`src/hw/rsgd_pkg.sv`:
```
// Package of constants, types and helpers for the receive DMA
package rsgd_pkg;
    // Register byte offsets
    localparam logic [11:0] RSGD_OFS_BASE_LO = 12'h750;
    localparam logic [11:0] RSGD_OFS_BASE_HI = 12'h754;
    localparam logic [11:0] RSGD_OFS_LARGE = 12'h790;
    localparam logic [11:0] RSGD_OFS_SMALL = 12'h794;
    localparam logic [11:0] RSGD_OFS_CTRL = 12'h7A0;
    localparam logic [11:0] RSGD_OFS_STAT = 12'h7A4;
    // Reset values
    localparam logic [12:0] RSGD_SIZE_RST = 13'h0000;
    localparam logic [15:0] RSGD_BASE_RST = 16'h0000;
    localparam logic [5:0] RSGD_CTRL_RST = 6'h04;
    // Control field positions
    localparam int RSGD_CTRL_EN = 0;
    localparam int RSGD_CTRL_BURST = 1;
    localparam int RSGD_CTRL_THR_LSB = 2;
    localparam int RSGD_CTRL_MODE = 5;
    // Descriptor buffer status codes
    localparam logic [2:0] RSGD_BUFS_FIRST = 3'h1;
    localparam logic [2:0] RSGD_BUFS_MID = 3'h2;
    localparam logic [2:0] RSGD_BUFS_LAST = 3'h4;
    // Word step and timestamp prescale
    localparam logic [13:0] RSGD_WORD_BYTES = 14'h0004;
    localparam logic [3:0] RSGD_TS_DIV_LAST = 4'hF;
    // Per-channel buffer policy
    typedef enum logic [1:0] {
        POL_LARGE,
        POL_SMALL,
        POL_MIXED
    } rsgd_policy_type;
    // Engine states
    typedef enum logic [2:0] {
        ST_IDLE,
        ST_FETCH,
        ST_DATA,
        ST_WRITE,
        ST_DESC,
        ST_DONE
    } rsgd_state_type;
    // Absolute descriptor address: aligned base plus sixteen per index
    function automatic logic [31:0] rsgd_desc_addr(
        input logic [31:0] base,
        input logic [15:0] idx
    );
        return {base[31:4], 4'h0} + {12'h000, idx, 4'h0};
    endfunction : rsgd_desc_addr
endpackage : rsgd_pkg

```
`src/hw/rsgd_tstamp.sv`:
```
// Arrival timestamp: 24-bit count advancing every sixteen clocks
module rsgd_tstamp (
    // Clock and reset
    input wire logic hclk,
    input wire logic hresetn,
    // Timestamp value
    output logic [23:0] tstamp
);
    import rsgd_pkg::*;

    logic [3:0] div_r; // Prescaler
    logic [23:0] ts_r; // Free-running stamp, wraps

    // Prescale by sixteen, then advance the stamp
    always_ff @(posedge hclk or negedge hresetn) begin
        if (!hresetn) begin
            div_r <= 4'h0;
            ts_r <= 24'h000000;
        end else begin
            div_r <= div_r + 4'h1;
            if (div_r == RSGD_TS_DIV_LAST) begin
                ts_r <= ts_r + 24'h000001;
            end
        end
    end

    assign tstamp = ts_r;
endmodule : rsgd_tstamp

```
`src/hw/rsgd_regs.sv`:
```
// AHB-Lite register slave for the receive DMA
module rsgd_regs (
    // Clock and reset
    input wire logic hclk,
    input wire logic hresetn,
    // AHB-Lite slave
    input wire logic hsel,
    input wire logic [31:0] haddr,
    input wire logic [1:0] htrans,
    input wire logic hwrite,
    input wire logic [2:0] hsize,
    input wire logic [31:0] hwdata,
    input wire logic hready,
    output logic [31:0] hrdata,
    output logic hreadyout,
    output logic hresp,
    // Register contents
    output logic [31:0] desc_base,
    output logic [12:0] large_size,
    output logic [12:0] small_size,
    output logic [5:0] ctrl,
    // Status
    input wire logic [15:0] done_count,
    input wire logic busy
);
    import rsgd_pkg::*;

    logic addr_ok; // Valid address phase
    logic wr_pend_r; // Write data phase pending
    logic [11:0] wr_ofs_r; // Offset of pending write
    logic [31:0] rdata_r; // Registered read data
    logic [15:0] base_lo_r, base_hi_r;
    logic [12:0] large_r, small_r;
    logic [5:0] ctrl_r;

    assign addr_ok = hsel && hready && htrans[1] && (hsize == 3'h2);

    // Read decode; unmapped and unused bits read zero
    function automatic logic [31:0] rd_mux(input logic [11:0] ofs);
        case (ofs)
            RSGD_OFS_BASE_LO: return {16'h0000, base_lo_r};
            RSGD_OFS_BASE_HI: return {16'h0000, base_hi_r};
            RSGD_OFS_LARGE: return {19'h00000, large_r};
            RSGD_OFS_SMALL: return {19'h00000, small_r};
            RSGD_OFS_CTRL: return {26'h0000000, ctrl_r};
            RSGD_OFS_STAT: return {15'h0000, busy, done_count};
            default: return 32'h00000000;
        endcase
    endfunction : rd_mux

    // Capture address phase of writes
    always_ff @(posedge hclk or negedge hresetn) begin
        if (!hresetn) begin
            wr_pend_r <= 1'b0;
            wr_ofs_r <= 12'h000;
        end else begin
            wr_pend_r <= addr_ok && hwrite;
            wr_ofs_r <= haddr[11:0];
        end
    end

    // Register writes in the data phase
    always_ff @(posedge hclk or negedge hresetn) begin
        if (!hresetn) begin
            base_lo_r <= RSGD_BASE_RST;
            base_hi_r <= RSGD_BASE_RST;
            large_r <= RSGD_SIZE_RST;
            small_r <= RSGD_SIZE_RST;
            ctrl_r <= RSGD_CTRL_RST;
        end else if (wr_pend_r) begin
            case (wr_ofs_r)
                RSGD_OFS_BASE_LO: base_lo_r <= hwdata[15:0];
                RSGD_OFS_BASE_HI: base_hi_r <= hwdata[15:0];
                RSGD_OFS_LARGE: large_r <= hwdata[12:0];
                RSGD_OFS_SMALL: small_r <= hwdata[12:0];
                RSGD_OFS_CTRL: ctrl_r <= hwdata[5:0];
                default: ctrl_r <= ctrl_r;
            endcase
        end
    end

    // Read data registered at the end of the address phase
    always_ff @(posedge hclk or negedge hresetn) begin
        if (!hresetn) begin
            rdata_r <= 32'h00000000;
        end else if (addr_ok && !hwrite) begin
            rdata_r <= rd_mux(haddr[11:0]);
        end
    end

    assign hrdata = rdata_r;
    assign hreadyout = 1'b1;
    assign hresp = 1'b0;
    assign desc_base = {base_hi_r, base_lo_r};
    assign large_size = large_r;
    assign small_size = small_r;
    assign ctrl = ctrl_r;
endmodule : rsgd_regs

```
`src/hw/rsgd_top.sv`:
```
// Receive scatter/gather DMA engine with its register slave
module rsgd_top (
    // Clock and reset
    input wire logic hclk,
    input wire logic hresetn,
    // AHB-Lite register slave
    input wire logic hsel,
    input wire logic [31:0] haddr,
    input wire logic [1:0] htrans,
    input wire logic hwrite,
    input wire logic [2:0] hsize,
    input wire logic [31:0] hwdata,
    input wire logic hready,
    output logic [31:0] hrdata,
    output logic hreadyout,
    output logic hresp,
    // Receive FIFO data stream
    input wire logic rx_valid,
    output logic rx_ready,
    input wire logic [31:0] rx_data,
    input wire logic [2:0] rx_bytes,
    input wire logic rx_eop,
    input wire logic [7:0] rx_chan,
    input wire rsgd_pkg::rsgd_policy_type rx_policy,
    // Free-queue descriptor source
    output logic fq_req,
    output logic fq_small,
    output logic fq_burst,
    input wire logic fq_valid,
    input wire logic [31:0] fq_buf_addr,
    input wire logic [15:0] fq_desc_idx,
    // Memory write master
    output logic mem_req,
    output logic [31:0] mem_addr,
    output logic [31:0] mem_wdata,
    input wire logic mem_ack,
    // Done-queue sink and host notify
    output logic dq_valid,
    output logic [15:0] dq_desc_idx,
    output logic [7:0] dq_chan,
    output logic dq_burst,
    input wire logic dq_ready,
    output logic done_pulse
);
    import rsgd_pkg::*;

    logic [31:0] desc_base; // Descriptor region base
    logic [12:0] large_size, small_size;
    logic [5:0] ctrl; // Enable, burst, threshold, mode
    logic [23:0] tstamp; // Arrival timestamp
    rsgd_state_type state_r, state_nxt;
    rsgd_policy_type policy_r; // Policy of current packet
    logic [31:0] cur_buf_r, nxt_buf_r; // Current and next buffer
    logic [15:0] cur_idx_r, nxt_idx_r; // Current and next index
    logic [15:0] head_idx_r; // First unreported descriptor
    logic [12:0] cnt_r; // Bytes in current buffer
    logic [7:0] chan_r; // Channel of current packet
    logic small_r; // Current or wanted buffer is small
    logic first_r; // Packet has no buffer yet
    logic cur_first_r; // Current buffer is first of packet
    logic eop_r; // Last word written ended packet
    logic last_r; // Descriptor in progress is last
    logic [1:0] dw_r; // Descriptor dword in progress
    logic [2:0] filled_r; // Buffers filled since last report
    logic [15:0] done_count_r; // Reports made, for polling
    logic mem_req_r;
    logic [31:0] mem_addr_r, mem_wdata_r;
    logic [12:0] buf_size; // Size of current buffer
    logic buf_full, start, take_word, fq_take, desc_enter;
    logic desc_step, desc_end, report, dq_take, switch_buf;
    logic last_sel; // Last flag for word being issued
    logic [1:0] dw_sel; // Dword index being issued
    logic [31:0] desc_word; // Descriptor dword being issued
    logic [2:0] bufs; // Buffer status code

    // Register slave
    rsgd_regs u_regs (
        .hclk(hclk),
        .hresetn(hresetn),
        .hsel(hsel),
        .haddr(haddr),
        .htrans(htrans),
        .hwrite(hwrite),
        .hsize(hsize),
        .hwdata(hwdata),
        .hready(hready),
        .hrdata(hrdata),
        .hreadyout(hreadyout),
        .hresp(hresp),
        .desc_base(desc_base),
        .large_size(large_size),
        .small_size(small_size),
        .ctrl(ctrl),
        .done_count(done_count_r),
        .busy(state_r != ST_IDLE)
    );

    // Timestamp source
    rsgd_tstamp u_tstamp (
        .hclk(hclk),
        .hresetn(hresetn),
        .tstamp(tstamp)
    );

    // Buffer choice and fill check, 14-bit so no wrap
    assign buf_size = small_r ? small_size : large_size;
    assign buf_full = ({1'b0, cnt_r} + RSGD_WORD_BYTES) >
        {1'b0, buf_size};

    // Handshakes
    assign start = (state_r == ST_IDLE) && ctrl[RSGD_CTRL_EN] &&
        rx_valid;
    assign rx_ready = (state_r == ST_DATA) && !buf_full && !mem_req_r;
    assign take_word = rx_valid && rx_ready;
    assign fq_req = (state_r == ST_FETCH);
    assign fq_small = small_r;
    assign fq_burst = ctrl[RSGD_CTRL_BURST];
    assign dq_burst = ctrl[RSGD_CTRL_BURST];
    assign fq_take = fq_req && fq_valid;
    assign dq_valid = (state_r == ST_DONE);
    assign dq_take = dq_valid && dq_ready;
    assign done_pulse = dq_take;

    // Descriptor write sequencing
    assign desc_enter = (fq_take && !first_r) ||
        ((state_r == ST_WRITE) && mem_ack && eop_r);
    assign desc_step = (state_r == ST_DESC) && mem_ack && (dw_r != 2'h2);
    assign desc_end = (state_r == ST_DESC) && mem_ack && (dw_r == 2'h2);
    assign report = desc_end && (last_r || (ctrl[RSGD_CTRL_MODE] &&
        ((filled_r + 3'h1) == ctrl[RSGD_CTRL_THR_LSB +: 3])));
    assign switch_buf = ((desc_end && !report) || dq_take) && !last_r;
    assign dw_sel = desc_enter ? 2'h0 : dw_r + 2'h1;
    assign last_sel = desc_enter ? (state_r == ST_WRITE) : last_r;

    // Descriptor dword contents
    always_comb begin
        if (last_sel) begin
            bufs = RSGD_BUFS_LAST;
        end else if (cur_first_r) begin
            bufs = RSGD_BUFS_FIRST;
        end else begin
            bufs = RSGD_BUFS_MID;
        end
        case (dw_sel)
            2'h0: desc_word = cur_buf_r;
            2'h1: desc_word = {bufs, cnt_r,
                last_sel ? 16'h0000 : nxt_idx_r};
            default: desc_word = {tstamp, chan_r};
        endcase
    end

    // Next state
    always_comb begin
        state_nxt = state_r;
        case (state_r)
            ST_IDLE: if (start) state_nxt = ST_FETCH;
            ST_FETCH: if (fq_take) state_nxt = first_r ? ST_DATA : ST_DESC;
            ST_DATA: begin
                if (take_word) begin
                    state_nxt = ST_WRITE;
                end else if (buf_full) begin
                    state_nxt = ST_FETCH;
                end
            end
            ST_WRITE: if (mem_ack) state_nxt = eop_r ? ST_DESC : ST_DATA;
            ST_DESC: begin
                if (desc_end) begin
                    if (report) begin
                        state_nxt = ST_DONE;
                    end else begin
                        state_nxt = last_r ? ST_IDLE : ST_DATA;
                    end
                end
            end
            ST_DONE: if (dq_take) state_nxt = last_r ? ST_IDLE : ST_DATA;
            default: state_nxt = ST_IDLE;
        endcase
    end

    // State register
    always_ff @(posedge hclk or negedge hresetn) begin
        if (!hresetn) begin
            state_r <= ST_IDLE;
        end else begin
            state_r <= state_nxt;
        end
    end

    // Packet context and buffer selection
    always_ff @(posedge hclk or negedge hresetn) begin
        if (!hresetn) begin
            policy_r <= POL_LARGE;
            chan_r <= 8'h00;
            small_r <= 1'b0;
            first_r <= 1'b0;
        end else if (start) begin
            policy_r <= rx_policy;
            chan_r <= rx_chan;
            small_r <= (rx_policy != POL_LARGE);
            first_r <= 1'b1;
        end else begin
            if (fq_take) begin
                first_r <= 1'b0;
            end
            if ((state_r == ST_DATA) && !take_word && buf_full) begin
                small_r <= (policy_r == POL_SMALL);
            end
        end
    end

    // Buffer and descriptor pointers
    always_ff @(posedge hclk or negedge hresetn) begin
        if (!hresetn) begin
            cur_buf_r <= 32'h00000000;
            cur_idx_r <= 16'h0000;
            nxt_buf_r <= 32'h00000000;
            nxt_idx_r <= 16'h0000;
            cur_first_r <= 1'b0;
        end else if (fq_take && first_r) begin
            cur_buf_r <= fq_buf_addr;
            cur_idx_r <= fq_desc_idx;
            cur_first_r <= 1'b1;
        end else if (fq_take) begin
            nxt_buf_r <= fq_buf_addr;
            nxt_idx_r <= fq_desc_idx;
        end else if (switch_buf) begin
            cur_buf_r <= nxt_buf_r;
            cur_idx_r <= nxt_idx_r;
            cur_first_r <= 1'b0;
        end
    end

    // Byte count and end-of-packet flag
    always_ff @(posedge hclk or negedge hresetn) begin
        if (!hresetn) begin
            cnt_r <= 13'h0000;
            eop_r <= 1'b0;
        end else if (start || switch_buf) begin
            cnt_r <= 13'h0000;
            eop_r <= 1'b0;
        end else if (take_word) begin
            cnt_r <= cnt_r + {10'h000, rx_bytes};
            eop_r <= rx_eop;
        end
    end

    // Descriptor dword counter and last flag
    always_ff @(posedge hclk or negedge hresetn) begin
        if (!hresetn) begin
            dw_r <= 2'h0;
            last_r <= 1'b0;
        end else if (desc_enter || desc_step) begin
            dw_r <= dw_sel;
            last_r <= last_sel;
        end
    end

    // Done-queue reporting and progress counters
    always_ff @(posedge hclk or negedge hresetn) begin
        if (!hresetn) begin
            head_idx_r <= 16'h0000;
            filled_r <= 3'h0;
            done_count_r <= 16'h0000;
        end else begin
            if (fq_take && first_r) begin
                head_idx_r <= fq_desc_idx;
            end else if (dq_take && !last_r) begin
                head_idx_r <= nxt_idx_r;
            end
            if (start && filled_r == 3'h0) begin
                filled_r <= 3'h0;
            end else if (desc_end) begin
                filled_r <= report ? 3'h0 : filled_r + 3'h1;
            end
            if (dq_take) begin
                done_count_r <= done_count_r + 16'h0001;
            end
        end
    end

    // Memory write master: data words and descriptor dwords
    always_ff @(posedge hclk or negedge hresetn) begin
        if (!hresetn) begin
            mem_req_r <= 1'b0;
            mem_addr_r <= 32'h00000000;
            mem_wdata_r <= 32'h00000000;
        end else if (take_word) begin
            mem_req_r <= 1'b1;
            mem_addr_r <= cur_buf_r + {19'h00000, cnt_r};
            mem_wdata_r <= rx_data;
        end else if (desc_enter || desc_step) begin
            mem_req_r <= 1'b1;
            mem_addr_r <= rsgd_desc_addr(desc_base, cur_idx_r) +
                {28'h0000000, dw_sel, 2'h0};
            mem_wdata_r <= desc_word;
        end else if (mem_ack) begin
            mem_req_r <= 1'b0;
        end
    end

    assign mem_req = mem_req_r;
    assign mem_addr = mem_addr_r;
    assign mem_wdata = mem_wdata_r;
    assign dq_desc_idx = head_idx_r;
    assign dq_chan = chan_r;

    // Checks
    chk_start_fetch: assert property (@(posedge hclk) disable iff (!hresetn)
        start |=> fq_req)
        else $error("request did not start a fetch");
    chk_fill_bound: assert property (@(posedge hclk) disable iff (!hresetn)
        take_word |=> ({1'b0, cnt_r} <= {1'b0, buf_size}))
        else $error("buffer overfilled");
    chk_mixed_large: assert property (@(posedge hclk) disable iff (!hresetn)
        fq_req && !first_r && policy_r == POL_MIXED |-> !fq_small)
        else $error("mixed policy fetched small later buffer");
    chk_data_addr: assert property (@(posedge hclk) disable iff (!hresetn)
        take_word |=> mem_req &&
        mem_addr == $past(cur_buf_r) + {19'h00000, $past(cnt_r)})
        else $error("data write address wrong");
    chk_desc_addr: assert property (@(posedge hclk) disable iff (!hresetn)
        state_r == ST_DESC && mem_req |-> mem_addr[31:4] ==
        desc_base[31:4] + {12'h000, cur_idx_r})
        else $error("descriptor address wrong");
    chk_last_status: assert property (@(posedge hclk) disable iff (!hresetn)
        state_r == ST_DESC && mem_req && dw_r == 2'h1 && last_r |->
        mem_wdata[31:29] == RSGD_BUFS_LAST)
        else $error("last descriptor not marked last");
    chk_chain_next: assert property (@(posedge hclk) disable iff (!hresetn)
        state_r == ST_DESC && mem_req && dw_r == 2'h1 && !last_r |->
        mem_wdata[15:0] == nxt_idx_r && mem_wdata[28:16] == cnt_r)
        else $error("chain link or count wrong");
    chk_report_count: assert property (@(posedge hclk) disable iff (!hresetn)
        dq_take |=> done_count_r == $past(done_count_r) + 16'h0001)
        else $error("done progress not counted");
endmodule : rsgd_top

```
`config.mk`:
```
export PLATFORM = sky130hd
export DESIGN_NAME = rsgd_top
export DESIGN_NICKNAME = d
export VERILOG_FILES = /design/src/hw/rsgd_pkg.sv /design/src/hw/rsgd_tstamp.sv /design/src/hw/rsgd_regs.sv /design/src/hw/rsgd_top.sv
export SDC_FILE = /design/constraint.sdc
export NUM_CORES = 1
export LEC_CHECK = 0
export BUFFER_PORTS_ARGS = -buffer_cell sky130_fd_sc_hd__buf_2
export CAP_MARGIN = 10
export CORE_MARGIN = 1.5
export CORE_UTILIZATION = 30
export DETAILED_ROUTE_END_ITERATION = 8
export PLACE_DENSITY = 0.55
export SLEW_MARGIN = 10
export SYNTH_ARGS = -nofsm -noshare
export SYNTH_HDL_FRONTEND = slang
export SYNTH_HIERARCHICAL = 1
export SYNTH_SLANG_ARGS = --single-unit
```
`constraint.sdc`:
```
create_clock -name hclk -period 6.19 [get_ports hclk]
set_clock_uncertainty 0.2 [all_clocks]
set_input_delay 0.619 -clock hclk [delete_from_list [all_inputs] [get_ports hclk]]
set_output_delay 0.619 -clock hclk [all_outputs]
set_load 0.005 [all_outputs]
```
==> results.md <==
- Status: finished clean
- Gate power share: 0.352
- Fin crit share: 0.7655
- Synth top area share: 0.4709
- Slew HR: 0.2858
- Sequential fraction of the synthesis area: 0.4723
- Worst-path clk slew: 0.06 ns
- Vias post-DR: 14,750
- Final setup violation count: 0
- Synth Instances: 1,791
- Worst setup SP type: flip-flop
- Post-synth top flop: dfrtp_1
- GP Congestion: 0.8818
- Buf/Inv on CP: 1
- Vias per cell: 5.208
- Most used cell, CP: and3_1
- Root buffer cell: clkbuf_16
- Max-cap viol count: 0
- Max incr delay on CP: 0.63 ns
- DRC Markers: 0
- Crit path cell chain: and4_1 > and3_1 > and3_1 > nand2_1 > xnor2_1 > ha_1 > a21oi_1 > and2_1 > o211ai_1 > o31a_1 > or3_1 > nor2_1 > buf_2
- Die width: 252.0 um
- Layout Nets: 2,233
- R2r startpoint: cnt_r[4]$_DFFE_PN0P_
- IO Pins: 302
- Worst-Skew Late Latency: 0.58 ns
- Post-CTS Repair Setup Buffers: 0
- First-pass GRT wire length: 91,400 um
- Synthesized area: 18,600 um2
- WP data required: 5.37 ns
- Hold slack: 0.04628 ns
- Non-Filler Instances: 2,832
- Initial antenna violation count: 7
- Crit path max fanout: 10
- Die Area: 63,500 um2
- Dpl hpwl: 44,920 um
- VDD IR-drop max: 0.2412 mV
- H-tree depth: 2
- DIE HEIGHT: 252.0 um
- Final wirelength: 60,540 um
- Area grow syn2layout: 18.37%
- Async SR Flop Fraction: 1.000
- DR iter-0 viols: 1,223
- Unrepaired setup endpoints after global routing: false
- Final ANT Viol Nets: 0
- Largest area contributor in the netlist: dfrtp_1
- Total grt overflow: 0
- Clock Sinks: 351
- Sw Ratio: 0.3811
- Mean Syn Cell Area: 10.38 um2
- Hold Vio Cnt, Final: 0
- Ranking of synthesized cells by area: dfrtp_1 (47%), mux2_2 (6.4%), mux2i_1 (5.0%)
- Netlist cell types: 80
- CTS Buf Count: 42
- Power per cell area: 439.4 nW/um2
- GR Util All Layers: 0.1886
- Pwr Total: 9.672 mW
- Detailed Routing Iterations Pass 1: 8
- LEAKAGE: 9.826 nW
- Crit end category: output port
- Warnings, synthesis: 6
- Setup CP Type: flip-flop to output port
- Int Pwr: 5.986 mW
- Core ar.: 61,480 um2
- P_sw: 3.686 mW
- Share of post-route cells with drive strength above 1: 0.2381
- CP max stage cell: dfrtp_1
- Fillers: 6,219
- Hold crit path type: input pin to flip-flop
- TritonCTS clock tree: yes
- Flop pwr share: 0.380
- Fmax: 0.2110 GHz
- Clock power frac: 0.268
- Flops & latches, synth: 351
- CTS Hold Bufs: 8
- Setup_tns: 0 ns
- Number of port buffers: 247
- Bufs on Longest Clock Path: 3
- Placed instance count: 2,744
- Final Max Slew Viols: 0
- Hold_sp: haddr[5]
- Initial Utilization: 0.3025
- WL/cell: 21.38 um
- Largest net degree at the start of global routing: 121
- Post-CTS resize count: 0
- Core Rows: 91
- Critical path origin: cnt_r[4]$_DFFE_PN0P_
- Number of synthesized flops with an enable pin: 0
- Arrival time worst endpoint: 3.92 ns
- Actual slew at the worst max-slew pin: 1.071 ns
- Vias in the first global route: 14,530
- Min Tclk post-route: 4.738 ns
- CP top delay family: simple AND/OR/NAND/NOR gates
[power groups by stage]
stage                     clock (mW)  combinational, mW  sequential (mW)
after global routing            2.76               3.75             3.76
after global placement             0               3.36             3.69
after detailed placement           0               3.42             3.72
final                           2.59               3.41             3.67
after floorplan                    0               2.31             3.40
after CTS                       2.67               3.43             3.68
[per-stage QoR]
| stage | utilization | setup WS, ns | cell area [um2] |
|---|---|---|---|
| finish | 0.3580 | 1.452 | 22010 |
| global route | 0.3578 | 1.214 | 22000 |
| CTS | 0.3578 | 1.409 | 22000 |
| detailed placement | 0.3332 | 1.707 | 20480 |
| global placement | 0.3332 | 1.765 | 20480 |
| floorplan | - | 2.439 | 18650 |
[layer usage]
metal / global-route usage / share of wire / vias up
met5: 0 / 0.00056 / -
met4: 0.04106 / 0.017 / 4
met3: 0.03116 / 0.052 / 58
met2: 0.3203 / 0.49 / 392
met1: 0.2513 / 0.44 / 7411
li1: - / - / 6885
[layout make-up]
cell class / instances / area (um2) / area share
multi-input cells: 1311 / 9231 / 0.4193
flip-flops and latches: 351 / 8785 / 0.3991
repair buffers: 269 / 1444 / 0.06559
clock buffers: 50 / 1122 / 0.05098
well taps: 790 / 988.4 / 0.04490
clock inverters: 25 / 314.1 / 0.01427
inverters: 31 / 116.4 / 0.005286
diodes: 5 / 12.51 / 0.0005684
[cell usage after synthesis, types with 5 or more instances]
cell type / n
mux2_4: 20
a222oi_1: 18
o31ai_1: 5
nor4_1: 7
and4_1: 6
nand2b_1: 10
nor3_1: 15
dfrtp_1: 350
buf_4: 20
inv_1: 30
a221o_1: 18
nand4_1: 23
o21ai_1: 15
o21ai_0: 98
a31oi_1: 25
nor2b_1: 12
o21a_1: 5
nand3_1: 78
nand2_1: 178
and3_1: 20
a211oi_1: 20
and2_1: 7
nor2_1: 136
a21o_1: 12
a21oi_1: 73
buf_2: 15
o22ai_1: 33
xor2_1: 52
mux2_2: 106
buf_1: 16
clkbuf_1: 58
ha_1: 52
mux2i_1: 92
or3_1: 10
xnor2_1: 62
o21bai_1: 6
a221oi_1: 6
o211ai_1: 5
[sequential cells by signal, indices dropped and copies added, names as in the netlist, 3 cells and up]
signal / flops
u_tstamp/tstamp: 24
filled_r: 3
u_regs/base_lo_r: 16
u_regs/base_hi_r: 16
u_regs/small_size: 13
cur_idx_r: 16
u_regs/ctrl: 6
dq_chan: 8
cur_buf_r: 32
nxt_idx_r: 16
done_count_r: 16
dq_desc_idx: 16
u_regs/large_size: 13
state_r: 3
nxt_buf_r: 32
cnt_r: 13
u_regs/hrdata: 17
u_tstamp/div_r: 4
u_regs/wr_ofs_r: 12
mem_addr: 32
mem_wdata: 32
[layout by cell type, fill, tap and decap left out, drive strengths merged, types with 15 or more instances in the layout]
cell	count
buf	261
mux2	128
dfrtp	350
inv	31
a21oi	73
xor2	52
nand2	179
nand4	26
nand3	79
a211oi	20
conb	17
clkinv	15
a221o	18
a31oi	25
o22ai	33
o21ai	114
ha	52
clkbuf	50
xnor2	62
mux2i	92
nor3	16
nor2	136
a222oi	18
and3	20
[logic make-up (layout without fill, tap and decap cells)]
group                    after synthesis  count (layout)  share of synthesized area
XOR/XNOR                             114             114                    0.05369
buffers and inverters                144             375                    0.03619
other                                  2              22                  0.0004038
AND/OR/NAND/NOR                      539             539                     0.1424
AO/OA/AOI/OAI                        366             366                     0.1257
multiplexers                         220             220                     0.1311
adder cells (fa/ha/maj)               55              55                    0.03821
flip-flops                           351             351                     0.4723
[path summary, 6_finish.rpt]
check / to / slack (ns) / cells past startpoint
max: rx_ready / 1.45 / 13
min: u_regs/wr_ofs_r[5]$_DFF_PN0_ / 0.05 / 1
max reg2reg: cnt_r[6]$_DFFE_PN0P_ / 1.65 / 15
min reg2reg: u_tstamp/div_r[0]$_DFF_PN0_ / 0.27 / 1
max in group asynchronous: mem_addr[14]$_DFFE_PN0P_ / 3.93 / 3
min in group asynchronous: policy_r[0]$_DFFE_PN0P_ / 0.46 / 2
Power figures use the tool's default switching activity.
